[config.mk]
export PLATFORM = sky130hd
export DESIGN_NAME = rx_frame_emd_control
export DESIGN_NICKNAME = d
export VERILOG_FILES = /design/src/rxcfg_pkg.sv /design/src/rx_frame_emd_control.sv
export SDC_FILE = /design/constraint.sdc
export NUM_CORES = 1
export LEC_CHECK = 0
export BUFFER_PORTS_ARGS = -buffer_cell sky130_fd_sc_hd__buf_2
export CAP_MARGIN = 20
export CORE_MARGIN = 2
export CORE_UTILIZATION = 25
export DETAILED_ROUTE_END_ITERATION = 16
export GPL_TIMING_DRIVEN = 0
export HOLD_SLACK_MARGIN = 0.1
export PLACE_DENSITY = 0.47
export SLEW_MARGIN = 20
export SYNTH_ARGS = -nofsm -noshare
export SYNTH_HDL_FRONTEND = slang
export SYNTH_SLANG_ARGS = --single-unit
[constraint.sdc]
create_clock -name mclk -period 5.2 [get_ports mclk]
set_input_delay 1.04 -clock mclk [delete_from_list [all_inputs] [get_ports mclk]]
set_output_delay 1.04 -clock mclk [all_outputs]
set_load 0.01 [all_outputs]
[src/rxcfg_pkg.sv]
// Constants and types for the receive configuration register bank
// ==========================================
// How it works
// - CRC-skip bit set disables receive CRC check
// - Auto skip CRC after REQA/WUPA or anticollision
// - Length field 00 four bytes, 01 seven bytes
// - Quadrature bit selects 90 degree phase clock
// - ISO-A and type 1 always use correlator
// - ISO-B select bit picks correlator or pulse
// - Stream 01/11 selectable, other streams pulse only
// - ISO-A 106k start needs clean first nibble
// - Short erroneous frame under threshold triggers suppression
// - Start time field counts quarter etu steps
// - Early subcarrier on ISO-B 106k flags soft error
// - Early subcarrier with suppression discards, restart interrupt
// - Detection length extends the start-time check
package rxcfg_pkg;
	// ==========================================
	// Register map (index, byte address is four times it)
	localparam logic [5:0] IDX_EMD = 6'h05;
	localparam logic [5:0] IDX_SST = 6'h06;
	localparam logic [5:0] IDX_AUX = 6'h0A;
	localparam logic [5:0] IDX_IRQ_ST = 6'h10;
	localparam logic [5:0] IDX_IRQ_MASK = 6'h11;
	localparam logic [5:0] IDX_RX_STATE = 6'h12;
	localparam logic [7:0] RESET_VAL = 8'h00;
	localparam logic [7:0] AUX_WMASK = 8'hBF;
	localparam logic [7:0] EMD_WMASK = 8'hCF;
	localparam logic [7:0] SST_WMASK = 8'h1F;
	// ==========================================
	// Field positions
	localparam int AUX_NO_CRC = 7;
	localparam int AUX_ID_HI = 5;
	localparam int AUX_ID_LO = 4;
	localparam int AUX_PHASE90 = 3;
	localparam int AUX_PULSE = 2;
	localparam int AUX_N_HI = 1;
	localparam int AUX_N_LO = 0;
	localparam int EMD_EN = 7;
	localparam int EMD_RXS = 6;
	localparam int EMD_THLD_HI = 3;
	localparam int EMD_THLD_LO = 0;
	localparam int SST_HI = 4;
	localparam int IRQ_SOFT = 0;
	localparam int IRQ_RESTART = 1;
	localparam int IRQ_EMD = 2;
	localparam int IRQ_RXS = 3;
	localparam int IRQ_W = 4;
	localparam logic [1:0] ID_4BYTE = 2'b00;
	localparam logic [1:0] ID_7BYTE = 2'b01;
	localparam logic [1:0] SCF_SELECTABLE = 2'b01;
	localparam logic [1:0] SCP_SELECTABLE = 2'b11;
	// ==========================================
	// Timing: quarter etu at 106 kb/s
	localparam int CLK_PERIOD_PS = 10000;
	localparam int QETU_PS = 2359882;
	localparam int QETU_CYC = QETU_PS / CLK_PERIOD_PS;
	localparam logic [8:0] QETU_LAST = 9'(QETU_CYC - 1);
	localparam logic [5:0] CNT_MAX = 6'h3F;
	// ==========================================
	typedef enum logic [1:0] {
		PROTO_ISO_A = 2'b00,
		PROTO_ISO_B = 2'b01,
		PROTO_TYPE1 = 2'b10,
		PROTO_STREAM = 2'b11
	} proto_t;
	typedef enum logic {
		SST_IDLE = 1'b0,
		SST_RUN = 1'b1
	} sst_state_t;
endpackage

[src/rx_frame_emd_control.sv]
// Receive configuration, CRC skip, EMD suppression and subcarrier start timer
//
// Chosen here: register access over APB.
`timescale 1ns/1ps
module rx_frame_emd_control import rxcfg_pkg::*; (
	// Clock and reset
	input wire logic mclk,
	input wire logic rst_n,
	// APB slave
	input wire logic psel,
	input wire logic penable,
	input wire logic pwrite,
	input wire logic [7:0] paddr,
	input wire logic [31:0] pwdata,
	output logic [31:0] prdata,
	output logic pready,
	output logic pslverr,
	// Receive framer context
	input wire logic [1:0] proto_mode,
	input wire logic rate_106k,
	input wire logic [1:0] stream_scf,
	input wire logic [1:0] stream_scp,
	input wire logic anticoll_mode,
	input wire logic [2:0] subcarrier_detect_length,
	// Receive framer events
	input wire logic reqa_wupa_sent,
	input wire logic rx_first4_done,
	input wire logic rx_first4_err,
	input wire logic rx_frame_end,
	input wire logic rx_error,
	input wire logic [8:0] rx_byte_count,
	input wire logic mask_receive_timer_done,
	input wire logic subcarrier_detect,
	// Controls to the receiver
	output logic crc_check_en,
	output logic correlator_sel,
	output logic id_7byte,
	output logic phase_clock_quadrature,
	output logic [1:0] field_on_n,
	output logic rx_start,
	output logic emd_suppress,
	output logic frame_discard,
	output logic irq
);
	// ==========================================
	// Register bank and APB
	logic [7:0] aux_reg, aux_next, emd_reg, emd_next, sst_reg, sst_next;
	logic [IRQ_W-1:0] st_reg, st_next, mask_reg, mask_next, ev;
	logic [31:0] prdata_next;
	logic pready_next, pslverr_next, wr, hit;
	logic skip_reg, skip_next;
	sst_state_t tstate_reg, tstate_next;
	logic [5:0] qcnt_reg, qcnt_next;
	logic [8:0] div_reg, div_next;
	logic early;
	logic crc_next, corr_next, rxs_next, emd_sup_next, discard_next;

	always_comb begin
		wr = psel && penable && pready && pwrite;
		hit = paddr[1:0] == 2'b00 && (paddr[7:2] == IDX_AUX || paddr[7:2] == IDX_EMD
			|| paddr[7:2] == IDX_SST || paddr[7:2] == IDX_IRQ_ST
			|| paddr[7:2] == IDX_IRQ_MASK || paddr[7:2] == IDX_RX_STATE);
		aux_next = aux_reg;
		emd_next = emd_reg;
		sst_next = sst_reg;
		mask_next = mask_reg;
		// Reserved bits are masked so they never store
		if (wr && hit && paddr[7:2] == IDX_AUX) begin
			aux_next = pwdata[7:0] & AUX_WMASK;
		end
		if (wr && hit && paddr[7:2] == IDX_EMD) begin
			emd_next = pwdata[7:0] & EMD_WMASK;
		end
		if (wr && hit && paddr[7:2] == IDX_SST) begin
			sst_next = pwdata[7:0] & SST_WMASK;
		end
		if (wr && hit && paddr[7:2] == IDX_IRQ_MASK) begin
			mask_next = pwdata[IRQ_W-1:0];
		end
		// Hardware set wins over a write-one clear in the same cycle
		st_next = st_reg;
		if (wr && hit && paddr[7:2] == IDX_IRQ_ST) begin
			st_next = st_reg & ~pwdata[IRQ_W-1:0];
		end
		st_next = st_next | ev;
		// One wait state: the access phase completes on its second edge
		pready_next = psel && penable && !pready;
		pslverr_next = pready_next && !hit;
		prdata_next = 32'h0000_0000;
		if (pready_next && hit) begin
			unique case (paddr[7:2])
				IDX_AUX: prdata_next = {24'h00_0000, aux_reg};
				IDX_EMD: prdata_next = {24'h00_0000, emd_reg};
				IDX_SST: prdata_next = {24'h00_0000, sst_reg};
				IDX_IRQ_ST: prdata_next = {28'h000_0000, st_reg};
				IDX_IRQ_MASK: prdata_next = {28'h000_0000, mask_reg};
				default: prdata_next = {22'h00_0000, qcnt_reg, tstate_reg, skip_reg,
					correlator_sel, crc_check_en};
			endcase
		end
	end

	always_ff @(posedge mclk) begin
		if (!rst_n) begin
			aux_reg <= RESET_VAL;
			emd_reg <= RESET_VAL;
			sst_reg <= RESET_VAL;
			st_reg <= '0;
			mask_reg <= '0;
			prdata <= 32'h0000_0000;
			pready <= 1'b0;
			pslverr <= 1'b0;
			irq <= 1'b0;
		end else begin
			aux_reg <= aux_next;
			emd_reg <= emd_next;
			sst_reg <= sst_next;
			st_reg <= st_next;
			mask_reg <= mask_next;
			prdata <= prdata_next;
			pready <= pready_next;
			pslverr <= pslverr_next;
			irq <= |(st_next & mask_next);
		end
	end

	// ==========================================
	// Reception control
	always_comb begin
		// A new REQA/WUPA overrides the end of the previous frame
		skip_next = reqa_wupa_sent ? 1'b1 : (rx_frame_end ? 1'b0 : skip_reg);
		crc_next = !aux_reg[AUX_NO_CRC] && !skip_reg && !anticoll_mode;
		unique case (proto_t'(proto_mode))
			PROTO_ISO_A, PROTO_TYPE1: corr_next = 1'b1;
			PROTO_ISO_B: corr_next = !aux_reg[AUX_PULSE];
			PROTO_STREAM: corr_next = stream_scf == SCF_SELECTABLE
				&& stream_scp == SCP_SELECTABLE && !aux_reg[AUX_PULSE];
		endcase
		// Start indication drops a dirty first nibble only on ISO-A 106k
		rxs_next = rx_first4_done && (!rx_first4_err || emd_reg[EMD_RXS]
			|| proto_t'(proto_mode) != PROTO_ISO_A || !rate_106k);
		emd_sup_next = emd_reg[EMD_EN] && rx_frame_end && rx_error
			&& rx_byte_count < 9'(emd_reg[EMD_THLD_HI:EMD_THLD_LO]);
		discard_next = early && emd_reg[EMD_EN];
		ev = '0;
		ev[IRQ_SOFT] = early && !emd_reg[EMD_EN];
		ev[IRQ_RESTART] = discard_next;
		ev[IRQ_EMD] = emd_sup_next;
		ev[IRQ_RXS] = rxs_next;
	end

	always_ff @(posedge mclk) begin
		if (!rst_n) begin
			skip_reg <= 1'b0;
			crc_check_en <= 1'b1;
			correlator_sel <= 1'b1;
			id_7byte <= 1'b0;
			phase_clock_quadrature <= 1'b0;
			field_on_n <= 2'b00;
			rx_start <= 1'b0;
			emd_suppress <= 1'b0;
			frame_discard <= 1'b0;
		end else begin
			skip_reg <= skip_next;
			crc_check_en <= crc_next;
			correlator_sel <= corr_next;
			id_7byte <= aux_reg[AUX_ID_HI:AUX_ID_LO] == ID_7BYTE;
			phase_clock_quadrature <= aux_reg[AUX_PHASE90];
			field_on_n <= aux_reg[AUX_N_HI:AUX_N_LO];
			rx_start <= rxs_next;
			emd_suppress <= emd_sup_next;
			frame_discard <= discard_next;
		end
	end

	// ==========================================
	// Subcarrier start timer, counts quarter etu after the mask timer ends
	always_comb begin
		tstate_next = tstate_reg;
		qcnt_next = qcnt_reg;
		div_next = div_reg;
		// The detector reports late by its own length, so that is added back
		early = tstate_reg == SST_RUN && subcarrier_detect && proto_t'(proto_mode) == PROTO_ISO_B
			&& rate_106k && 7'(qcnt_reg) < 7'(sst_reg[SST_HI:0]) + 7'(subcarrier_detect_length);
		unique case (tstate_reg)
			SST_IDLE: begin
				if (mask_receive_timer_done) begin
					tstate_next = SST_RUN;
					qcnt_next = 6'h00;
					div_next = 9'h000;
				end
			end
			SST_RUN: begin
				div_next = div_reg == QETU_LAST ? 9'h000 : div_reg + 9'h001;
				if (div_reg == QETU_LAST && qcnt_reg != CNT_MAX) begin
					qcnt_next = qcnt_reg + 6'h01;
				end
				if (subcarrier_detect || rx_frame_end) begin
					tstate_next = SST_IDLE;
				end
			end
		endcase
	end

	always_ff @(posedge mclk) begin
		if (!rst_n) begin
			tstate_reg <= SST_IDLE;
			qcnt_reg <= 6'h00;
			div_reg <= 9'h000;
		end else begin
			tstate_reg <= tstate_next;
			qcnt_reg <= qcnt_next;
			div_reg <= div_next;
		end
	end
endmodule

# ---- Word-level counts from Yosys, hierarchy flattened
# Index checks and enable logic that the tools add are counted.
dict set report totals {
  regBits 87
  out_inout_bits 44
  in_bits 72
}
dict set report op_classes {
  eq_ne 16
  n_addsub 3
  magnitude_cmp 2
  bitwise_logic 5
  n_mux 15
  reduce_logical 54
}
# cell n
set op_table {}
lappend op_table {{$pmux W10 S5} 1}
lappend op_table {{$logic_and A1 B1 Y1} 28}
lappend op_table {{$eq A6 B5 Y1 const B} 3}
lappend op_table {{$mux W9} 2}
lappend op_table {{$pmux W9 S2} 1}
lappend op_table {{$eq A6 B3 Y1 const B} 2}
lappend op_table {{$mux W6} 2}
lappend op_table {{$pmux W6 S2} 1}
lappend op_table {{$add A9 B1 Y9 const B} 1}
lappend op_table {{$eq A9 B8 Y1 const B} 1}
lappend op_table {{$logic_not A1 Y1} 9}
lappend op_table {{$logic_or A1 B1 Y1} 9}
lappend op_table {{$lt A9 B4 Y1} 1}
lappend op_table {{$and A4 B4 Y4} 2}
lappend op_table {{$mux W4} 2}
lappend op_table {{$add A5 B3 Y6} 1}
lappend op_table {{$add A6 B1 Y6 const B} 1}
lappend op_table {{$eq A2 B1 Y1 const B} 3}
lappend op_table {{$eq A2 B2 Y1 const B} 3}
lappend op_table {{$eq A6 B4 Y1 const B} 1}
lappend op_table {{$lt A6 B6 Y1} 1}
lappend op_table {{$ne A6 B6 Y1 const B} 1}
lappend op_table {{$logic_not A2 Y1} 2}
lappend op_table {{$mux W1} 4}
lappend op_table {{other kinds (11)} 13}

# ---- Depth between registers and ports, before layout
# Gate-level depths: netlist of run 1.
dict set report logic_depth {
  depth_word 13
  mapped_depth 12
  depth_no_buf 12
}

# ---- Least setup slack after synthesis of run 1
# OpenSTA, ideal clock, no wires.
dict set report synth_timing {
  path_kind {input-to-reg}
  start {input port subcarrier_detect_length[0]}
  end {register irq}
  required_ps 5119
  arrival_ps 3269
  setup_ps 81
  setup_slack_ps 1850
  path_stages 12
  cell_sequence {ha_1 > inv_1 > fa_1 > nor2b_1 > o21ai_0 > xor2_1 > ha_1 > a21o_1 > a211o_1 > a211oi_1 > o21bai_1 > a41oi_1}
}
dict set report synth_between {
  elab_chain_len 7
}
# item line_no
set synth_lines {}
lappend synth_lines {{from (decl)} rx_frame_emd_control.sv:24} ;# input wire logic [2:0] subcarrier_detect_length,
lappend synth_lines {{$add A5 B3 Y6 (*)} rx_frame_emd_control.sv:184} ;# && rate_106k && 7'(qcnt_reg) < 7'(sst_reg[SST_HI:0]) + 7'(subcarrier_detect_length);
lappend synth_lines {{$lt A6 B6 Y1 (*)} rx_frame_emd_control.sv:184}
lappend synth_lines {{$logic_and A1 B1 Y1 (*)} rx_frame_emd_control.sv:184}
lappend synth_lines {{$logic_and A1 B1 Y1, on equally long branches} {rx_frame_emd_control.sv:146, rx_frame_emd_control.sv:144}}
lappend synth_lines {{$or A4 B4 Y4 (*)} rx_frame_emd_control.sv:85} ;# st_next = st_next | ev;
lappend synth_lines {{$and A4 B4 Y4 (*)} rx_frame_emd_control.sv:123} ;# irq <= |(st_next & mask_next);
lappend synth_lines {{$reduce_or A4 Y1 (*)} rx_frame_emd_control.sv:123}
lappend synth_lines {{to (signal assigned)} rx_frame_emd_control.sv:123}
lappend synth_lines {{to (decl)} rx_frame_emd_control.sv:43} ;# output logic irq
# Every way passes the cells marked *; elsewhere a longest branch is shown, timed or not.
# A chain may end at the register's enable or synchronous reset.

# ---- Final worst setup path of run 1
# Ends and elaborated chain as after synthesis.

==> results of run 1 <==
-- layout by cell type, fill, tap and decap left out, drive strengths merged, types with 5 or more instances in the layout --
cell type,synthesis,routed
nor2b,6,6
buf,25,91
dfxtp,65,65
nand3,9,9
ha,14,14
inv,18,19
nor2,34,34
and3,7,7
nand2b,7,7
nand3b,5,5
nand2,34,34
mux2i,25,25
conb,1,22
a21oi,24,24
clkbuf,10,21
o21ai,21,21
nor4,5,5
a22oi,6,6
a31oi,5,5
-- layer usage --
metal / global-route usage [%] / share of wire [%] / wire, microns / vias to the layer above
met1: 16.7 / 45 / 4330 / 1413
met5: 0 / 0 / 0 / -
met2: 23.5 / 49 / 4730 / 63
met3: 2.69 / 4.2 / 403 / 12
met4: 4.22 / 1.4 / 130 / 0
li1: - / - / - / 1526
-- through the flow --
step                      setup WS [ps]  hold slack (ps)
after global placement             1380              433
final                              1740              452
after CTS                          1720              452
after global routing               1500              472
after floorplan                    1850              412
after detailed placement           1380              445
-- synthesized netlist by cell type, types with 3 or more instances --
cell type  instances
a211oi_1           4
nand2b_1           7
o21ai_0           20
or3b_2             3
and3_1             7
and2_1             4
xor2_1             3
nor2b_1            6
a21oi_1           24
a22oi_1            6
o41a_1             3
nand3_1            9
nor2_1            34
mux2i_1           25
or3_1              3
dfxtp_1           65
nand3b_1           5
ha_1              14
nor4_1             3
buf_4             23
a31oi_1            5
clkbuf_1           9
a21o_1             4
nand2_1           34
inv_1             18
-- cells by family after synthesis --
kind of cell               synth area share, %
adders and majority gates                 5.77
other                                    0.111
buffers and inverters                     8.55
and+or+nand+nor                           20.6
muxes                                     7.73
AOI/OAI and AO/OA                         17.7
xor gates and xnor gates                  1.04
DFF                                       38.5
-- tightest hold or removal path: stages (launching register included) --
cell and delay, ps:
dfxtp_1 310, nand2_1 70, inv_1 40
-- final timing paths --
kind	start	endpoint	slack, ps	depth (start not counted)
setup / recovery	subcarrier_detect_length[0]	irq	1740	13
hold / removal	aux_reg[1]	field_on_n[1]	450	2
setup reg to reg	sst_reg[0]	irq	2090	12
hold reg to reg	aux_reg[1]	field_on_n[1]	450	2
-- cell type report --
| cell class | count | area share, % |
|---|---|---|
| repair buffers | 67 | 7.75 |
| well taps | 176 | 5.09 |
| inverters | 18 | 1.56 |
| flip-flops and latches | 65 | 30.1 |
| plain buffers | 35 | 5.12 |
| multi-input cells | 288 | 43.4 |
| clock buffers | 10 | 5.52 |
| clock inverters | 6 | 1.53 |
-- power groups by stage --
stage	clock network, mW	registers, mW	logic [mW]
after global routing	0.646	0.506	0.114
final	0.616	0.506	0.102
after global placement	0	0.517	0.101
after floorplan	0	0.517	0.0609
after CTS	0.630	0.506	0.102
after detailed placement	0	0.517	0.102
==> impl_metrics.yaml, run 1 <==
pwr:
  power.leakage_nw: 2.00
  seqPwrFrac_pct: 41.3
  p_int_uw: 930
  power_density_nw_per_um2: 283
  ir_drop_mv: 0.186
  power.total_mw: 1.22
  pwr-share-clk_pct: 50.3
  p_sw_uw: 294
  pwr-share-comb_pct: 8.4
  sw_frac_of_total_pct: 24.1
floorplanning:
  die_h_microns: 120
  placementRows: 42
  io_pins: 116
  die_w_microns: 120
  start_util_pct: 25.5
  die_area_sq_um: 14500
  core_sq_um: 13200
clock_network:
  clockRootBuffer: "clkbuf_16"
  clk_latency_ps: 330
  ctsResizeCount: 0
  cts_setup_buffers: 0
  cts_tree: "built"
  cts.sink_count: 65
  cts_buffers: 9
  path_clk_slew_ps: 60
  clk_path_buf_depth: 2
  hold_buffers: 0
  htreeDepth: 3
final_layout:
  nets: 571
  regArea_sq_um: 1300
  fin_util_pct: 32.7
  n_fill_cell: 1442
  fin_cells: 665
  largest_reg_flops: 10
  layout-drive-gt1-share_pct: 24.9
  areaGrowthSynthToFinish_pct: 28.0
  num_antenna_cells: 0
  multi_input_area_sq_um: 1880
  fin_area_sq_um: 4330
sta:
  slew_viol_final: 0
  clock.fmax_mhz: 289
  period_needed_ps: 3460
  hold_violations: 0
  period_share_pct: 66.6
  worst_slew_pin_slew_ps: 830
  finalSetupViolations: 0
  rsz0062_at_grt: "false"
  slew_headroom_pct: 44.2
  fin_setup_tns_ps: 0
  clock_skew_ps: 5.59
synth:
  synth_edf_count: 0
  ys_seq_area_share_pct: 38.5
  synth-async-reset-ratio_pct: 0
  netlist_area_sq_um: 3380
  yosys.area.top_type: "dfxtp_1"
  synthTopCellsByArea: "dfxtp_1 38%, mux2i_1 7.4%, ha_1 5.2%, buf_4 5.1%, nand2_1 3.8%"
  synth.avg_cell_area_sq_um: 8.78
  synth_top_flop_cell: "dfxtp_1"
  ys_types: 62
  synthCells: 385
  yosysWarnings: 0
  ys_seq_elements: 65
  synth.top_cell.area_share_pct: 38.5
global_routing:
  antenna_found_initial: 0
  grt_first_pass_wirelength_microns: 15000
  grt_util_all_layers_pct: 13.5
  grt_max_degree: 13
  overflow: 0
  grt_pass1_vias: 2889
placed_design:
  dp.cells: 648
  post-dp-hpwl_microns: 7530
  place_congestion: 0.809
  placed_area_sq_um: 4020
  io_buffers: 66
routing:
  drtPass1Iterations: 6
  wirelength_microns: 9590
  vias: 3014
  antenna_left: 0
  wire_per_inst_microns: 14.4
  viasPerCell: 4.53
  drt-initial-drc-count: 147
  drc_errors: 0
critical_path:
  critPathBufInv: 2
  endpoint_kind: "flop"
  crit_path_start_kind: "input port"
  worst-setup-path-type: "in2reg"
  cp_max_fo: 3
  critPathArrivalTime_ps: 3720
  slowest_delay_ps: 440
  path_common_cell: "ha_1"
  slowest_stage: "a211oi_1"
  path_delay_family: "compound AO/OA/AOI/OAI gates"
  required_ps: 5450
  cp_cell_sequence: "buf_2 > ha_1 > inv_1 > fa_1 > nor2b_1 > o21ai_0 > xor2_1 > ha_1 > a21o_1 > a211o_1 > a211oi_1 > o21bai_1 > a41oi_1"
hold_path:
  hold_path_class: "reg2reg"
status:
  status: "finished clean"
job:
  drv_cap: 0
Power figures use the tool's default switching activity.
==> run 2, diff against run 1 <==
--- a/config.mk
+++ b/config.mk
@@ -12,7 +12,7 @@
 export DETAILED_ROUTE_END_ITERATION = 16
 export GPL_TIMING_DRIVEN = 0
 export HOLD_SLACK_MARGIN = 0.1
-export PLACE_DENSITY = 0.47
+export PLACE_DENSITY = 0.48
 export SLEW_MARGIN = 20
 export SYNTH_ARGS = -nofsm -noshare
 export SYNTH_HDL_FRONTEND = slang
==> constraint.sdc (replaced) <==
create_clock -name mclk -period 3.1 [get_ports mclk]
set_input_delay 0.62 -clock mclk [delete_from_list [all_inputs] [get_ports mclk]]
set_output_delay 0.62 -clock mclk [all_outputs]
set_load 0.01 [all_outputs]
==> impl_metrics.yaml, run 2 (synthesis gave the netlist of run 1 again) <==
final_layout:
  layout-drive-gt1-share_pct: 25.4
  num_antenna_cells: 0
  layout_common_cells: "68 x buf_2, 64 x dfxtp_1, 34 x nand2_1, 34 x nor2_1, 25 x mux2i_1"
  areaGrowthSynthToFinish_pct: 29.3
  nets: 570
  layout_commonest_cell: "buf_2"
  fin_util_pct: 33.0
  largest_reg_flops: 10
  n_fill_cell: 1432
sta:
  rsz0062_at_grt: "false"
  slew_viol_final: 0
  hold_violations: 0
  clock_skew_ps: 7.82
  period_share_pct: 92.4
  fin_hold_ws_ps: 444
  slew_headroom_pct: 44.2
  period_needed_ps: 2860
  worst_slew_pin_slew_ps: 831
  clock.fmax_mhz: 349
  finalSetupViolations: 0
global_routing:
  antenna_found_initial: 0
  grt_max_degree: 13
  grt_pass1_vias: 3070
  grt_first_pass_wirelength_microns: 15600
  grt_util_all_layers_pct: 14.1
  overflow: 0
job:
  drv_cap: 0
floorplanning:
  die_area_sq_um: 14500
  io_pins: 116
  die_w_microns: 120
  die_h_microns: 120
  core_sq_um: 13200
  start_util_pct: 25.5
  placementRows: 42
pwr:
  power.leakage_nw: 2.00
  sw_frac_of_total_pct: 23.6
  p_sw_uw: 500
  p_int_mw: 1.62
  power_density_nw_per_um2: 485
  seqPwrFrac_pct: 40.0
  ir_drop_mv: 0.274
  pwr-share-comb_pct: 8.2
  pwr-share-clk_pct: 51.8
hold_path:
  hold_path_class: "reg2reg"
routing:
  m1WireLength_microns: 4190
  wirelength_microns: 9790
  viasPerCell: 4.61
  vias: 3058
  top_layer: "met4"
  drtPass1Iterations: 4
  wl_met2_microns: 5000
  wire_per_inst_microns: 14.7
  drc_errors: 0
  antenna_left: 0
  drt-initial-drc-count: 171
  dr_wl_met3_microns: 409
critical_path:
  cp_max_fo: 3
  crit_path_start_kind: "flop"
  endpoint_kind: "flop"
  worst-setup-path-type: "reg2reg"
  required_ps: 3350
  critPathArrivalTime_ps: 3110
status:
  status: "finished clean"
clock_network:
  cts_tree: "built"
  clk_path_buf_depth: 2
  cts_buffers: 9
  cts_setup_buffers: 0
  cts.sink_count: 65
  htreeDepth: 3
  path_clk_slew_ps: 60
  clk_latency_ps: 330
  clockRootBuffer: "clkbuf_16"
placed_design:
  post-dp-hpwl_microns: 7590
  io_buffers: 66
  place_congestion: 0.893
==> run 2: cell type report <==
class / instances / area (sq um) / area share (%)
buffer: 35 / 221 / 5.07
clock buffer: 10 / 229 / 5.24
clock inverter: 6 / 92.6 / 2.12
inverter: 18 / 67.6 / 1.55
multi-input combinational: 288 / 1910 / 43.6
sequential: 65 / 1300 / 29.8
tap: 176 / 220 / 5.04
timing repair buffer: 66 / 330 / 7.56
==> run 2: critical path, stage by stage, from the launching register on <==
cell      delay [ps]
dfxtp_2          360
ha_1             170
inv_1             60
fa_1             400
nor2b_1          110
o21ai_0           90
xor2_1           170
ha_1             290
a21o_1           180
a211o_1          360
a211oi_4         270
o21bai_1         100
a41oi_1          220
==> run 2: routing by layer <==
layer	up-vias	track usage (%)
met3	13	4.10
met1	1444	16.5
met5	-	0
met4	0	5.31
met2	74	24.2
li1	1527	-
==> run 2: metrics by stage <==
stage	total power [mW]	TNS [ps]	instances	setup slack (ps)	area [sq um]
2_1_floorplan	0.969	0	406	170	3460
3_3_place_gp	1.04	-358	648	-267	4010
3_5_place_dp	1.04	-373	648	-270	4020
4_1_cts	2.16	0	664	9.65	4340
5_1_grt	2.22	0	664	58.3	4370
6_report	2.12	0	664	237	4370
==> run 2: power groups by stage <==
| stage | logic, mW | clock network (mW) | registers, mW |
|---|---|---|---|
| finish | 0.174 | 1.10 | 0.849 |
| global route | 0.192 | 1.18 | 0.849 |
| CTS | 0.172 | 1.14 | 0.849 |
| detailed placement | 0.172 | 0 | 0.867 |
| global placement | 0.169 | 0 | 0.867 |
| floorplan | 0.102 | 0 | 0.867 |
==> run 2: timing repair <==
| action | CTS | global route |
|---|---|---|
| endpoints found under the setup margin | 0 | 1 |
| hold buffers | 0 | 0 |
| resized for setup | 0 | 5 |
==> run 2: final timing paths <==
path         startpoint  depth (start not counted)  slack, ps  endpoint
max          sst_reg[0]                         12        240       irq
min reg2reg  aux_reg[5]                          1        440  id_7byte
max reg2reg  sst_reg[0]                         12        240       irq
min          aux_reg[5]                          1        440  id_7byte
==> run 3, diff against run 2 <==
--- a/config.mk
+++ b/config.mk
@@ -9,10 +9,9 @@
 export CAP_MARGIN = 20
 export CORE_MARGIN = 2
 export CORE_UTILIZATION = 25
+export CTS_CLUSTER_DIAMETER = 100
 export DETAILED_ROUTE_END_ITERATION = 16
-export GPL_TIMING_DRIVEN = 0
 export HOLD_SLACK_MARGIN = 0.1
-export PLACE_DENSITY = 0.48
 export SLEW_MARGIN = 20
 export SYNTH_ARGS = -nofsm -noshare
 export SYNTH_HDL_FRONTEND = slang
==> impl_metrics.yaml, run 3 (synthesis gave the netlist of run 1 again) <==
routing:
  wire_per_inst_microns: 14.5
  drc_errors: 0
  vias: 2999
  wirelength_microns: 9320
  drtPass1Iterations: 5
  drt-initial-drc-count: 134
  viasPerCell: 4.68
  antenna_left: 0
pwr:
  ir_drop_mv: 0.254
  power_density_nw_per_um2: 501
  power.leakage_nw: 1.91
placed_design:
  placed_area_sq_um: 3870
  post-dp-hpwl_microns: 7210
  place_congestion: 0.875
  io_buffers: 69
clock_network:
  cts_buffers: 9
  clk_latency_ps: 330
  path_clk_slew_ps: 60
  cts_tree: "built"
  htreeDepth: 3
  clk_path_buf_depth: 2
  cts_setup_buffers: 0
  clockRootBuffer: "clkbuf_16"
  cts.sink_count: 65
critical_path:
  crit_path_start_kind: "flop"
  worst-setup-path-type: "reg2reg"
  endpoint_kind: "flop"
  critPathArrivalTime_ps: 3110
  required_ps: 3350
  cp_max_fo: 3
  ff2ff_setup_slack_ps: 240
final_layout:
  areaGrowthSynthToFinish_pct: 24.6
  layout_commonest_cell: "buf_2"
  fin_util_pct: 31.8
  layout-drive-gt1-share_pct: 23.2
  nets: 547
  layout_common_cells: "69 x buf_2, 65 x dfxtp_1, 34 x nand2_1, 34 x nor2_1, 25 x mux2i_1"
  fin_area_sq_um: 4210
  num_antenna_cells: 0
  largest_reg_flops: 10
sta:
  worst_slew_pin_slew_ps: 678
  fin_hold_ws_ps: 443
  hold_violations: 0
  period_share_pct: 92.3
  clock_skew_ps: 6.73
  clock.fmax_mhz: 349
  slew_headroom_pct: 54.6
  slew_viol_final: 0
  period_needed_ps: 2860
  finalSetupViolations: 0
  rsz0062_at_grt: "false"
  fin_setup_tns_ps: 0
floorplanning:
  die_w_microns: 120
  core_sq_um: 13200
  placementRows: 42
  io_pins: 116
  start_util_pct: 25.5
  die_h_microns: 120
  die_area_sq_um: 14500
global_routing:
  grt_pass1_vias: 3054
  grt_max_degree: 35
  overflow: 0
  grt_util_all_layers_pct: 13.4
  grt_first_pass_wirelength_microns: 15100
  antenna_found_initial: 0
job:
  drv_cap: 0
hold_path:
  hold_path_class: "reg2reg"
status:
  status: "finished clean"
==> run 3: cell count changes in the layout (fill, tap and decap cells not counted), moves of 2 or more <==
cell and delta:
a211oi_2 +2, nor4_1 +2, clkbuf_1 -10, a211oi_4 -2
nor4_2 -2, buf_4 -14
==> run 3: path summary, 6_finish.rpt <==
path,startpoint,endpoint,cells after the start
worst min register to register,aux_reg[5],id_7byte,1
worst min-delay path,aux_reg[5],id_7byte,1
worst max register to register,sst_reg[0],irq,12
worst max-delay path,sst_reg[0],irq,12
==> run 3: power breakdown <==
group	switching [mW]	total, mW	internal, mW
sequential	0.00784	0.851	0.843
combinational	0.0930	0.147	0.0542
clock	0.387	1.11	0.727
total	0.488	2.11	1.62
==> run 3: what timing repair did <==
action	CTS	global route
setup endpoints to repair	0	1
hold buffers	0	0
gates resized for setup	0	2
==> run 3: cell type report <==
class | instances | area [sq um]
timing repair buffer | 78 | 413
tap | 176 | 220
inverter | 18 | 67.6
fill | 1414 | 9030
clock buffer | 10 | 239
clock inverter | 6 | 91.3
multi-input combinational | 288 | 1880
sequential | 65 | 1300
==> run 3: layer usage <==
metal | global-route usage (%) | share of wire [%] | vias to the layer above
li1 | - | - | 1480
met1 | 16.4 | 43 | 1402
met2 | 22.5 | 48 | 103
met3 | 3.87 | 7.3 | 14
met4 | 4.29 | 1.5 | 0
met5 | 0 | 0 | -
==> run 3: per-stage QoR <==
stage	total power, mW	cells	worst slack [ps]
6_report	2.11	641	237
5_1_grt	2.19	641	91.6
4_1_cts	2.12	641	183
3_5_place_dp	1.01	625	-148
3_3_place_gp	1.01	625	-104
2_1_floorplan	0.969	406	170
==> run 3: critical path, stage by stage (launching register included) <==
cell	delay, ps
dfxtp_1	390
ha_1	190
inv_1	50
fa_1	390
nor2b_1	120
o21ai_0	100
xor2_1	160
ha_1	300
a21o_1	180
a211o_1	330
a211oi_2	280
o21bai_1	90
a41oi_1	200
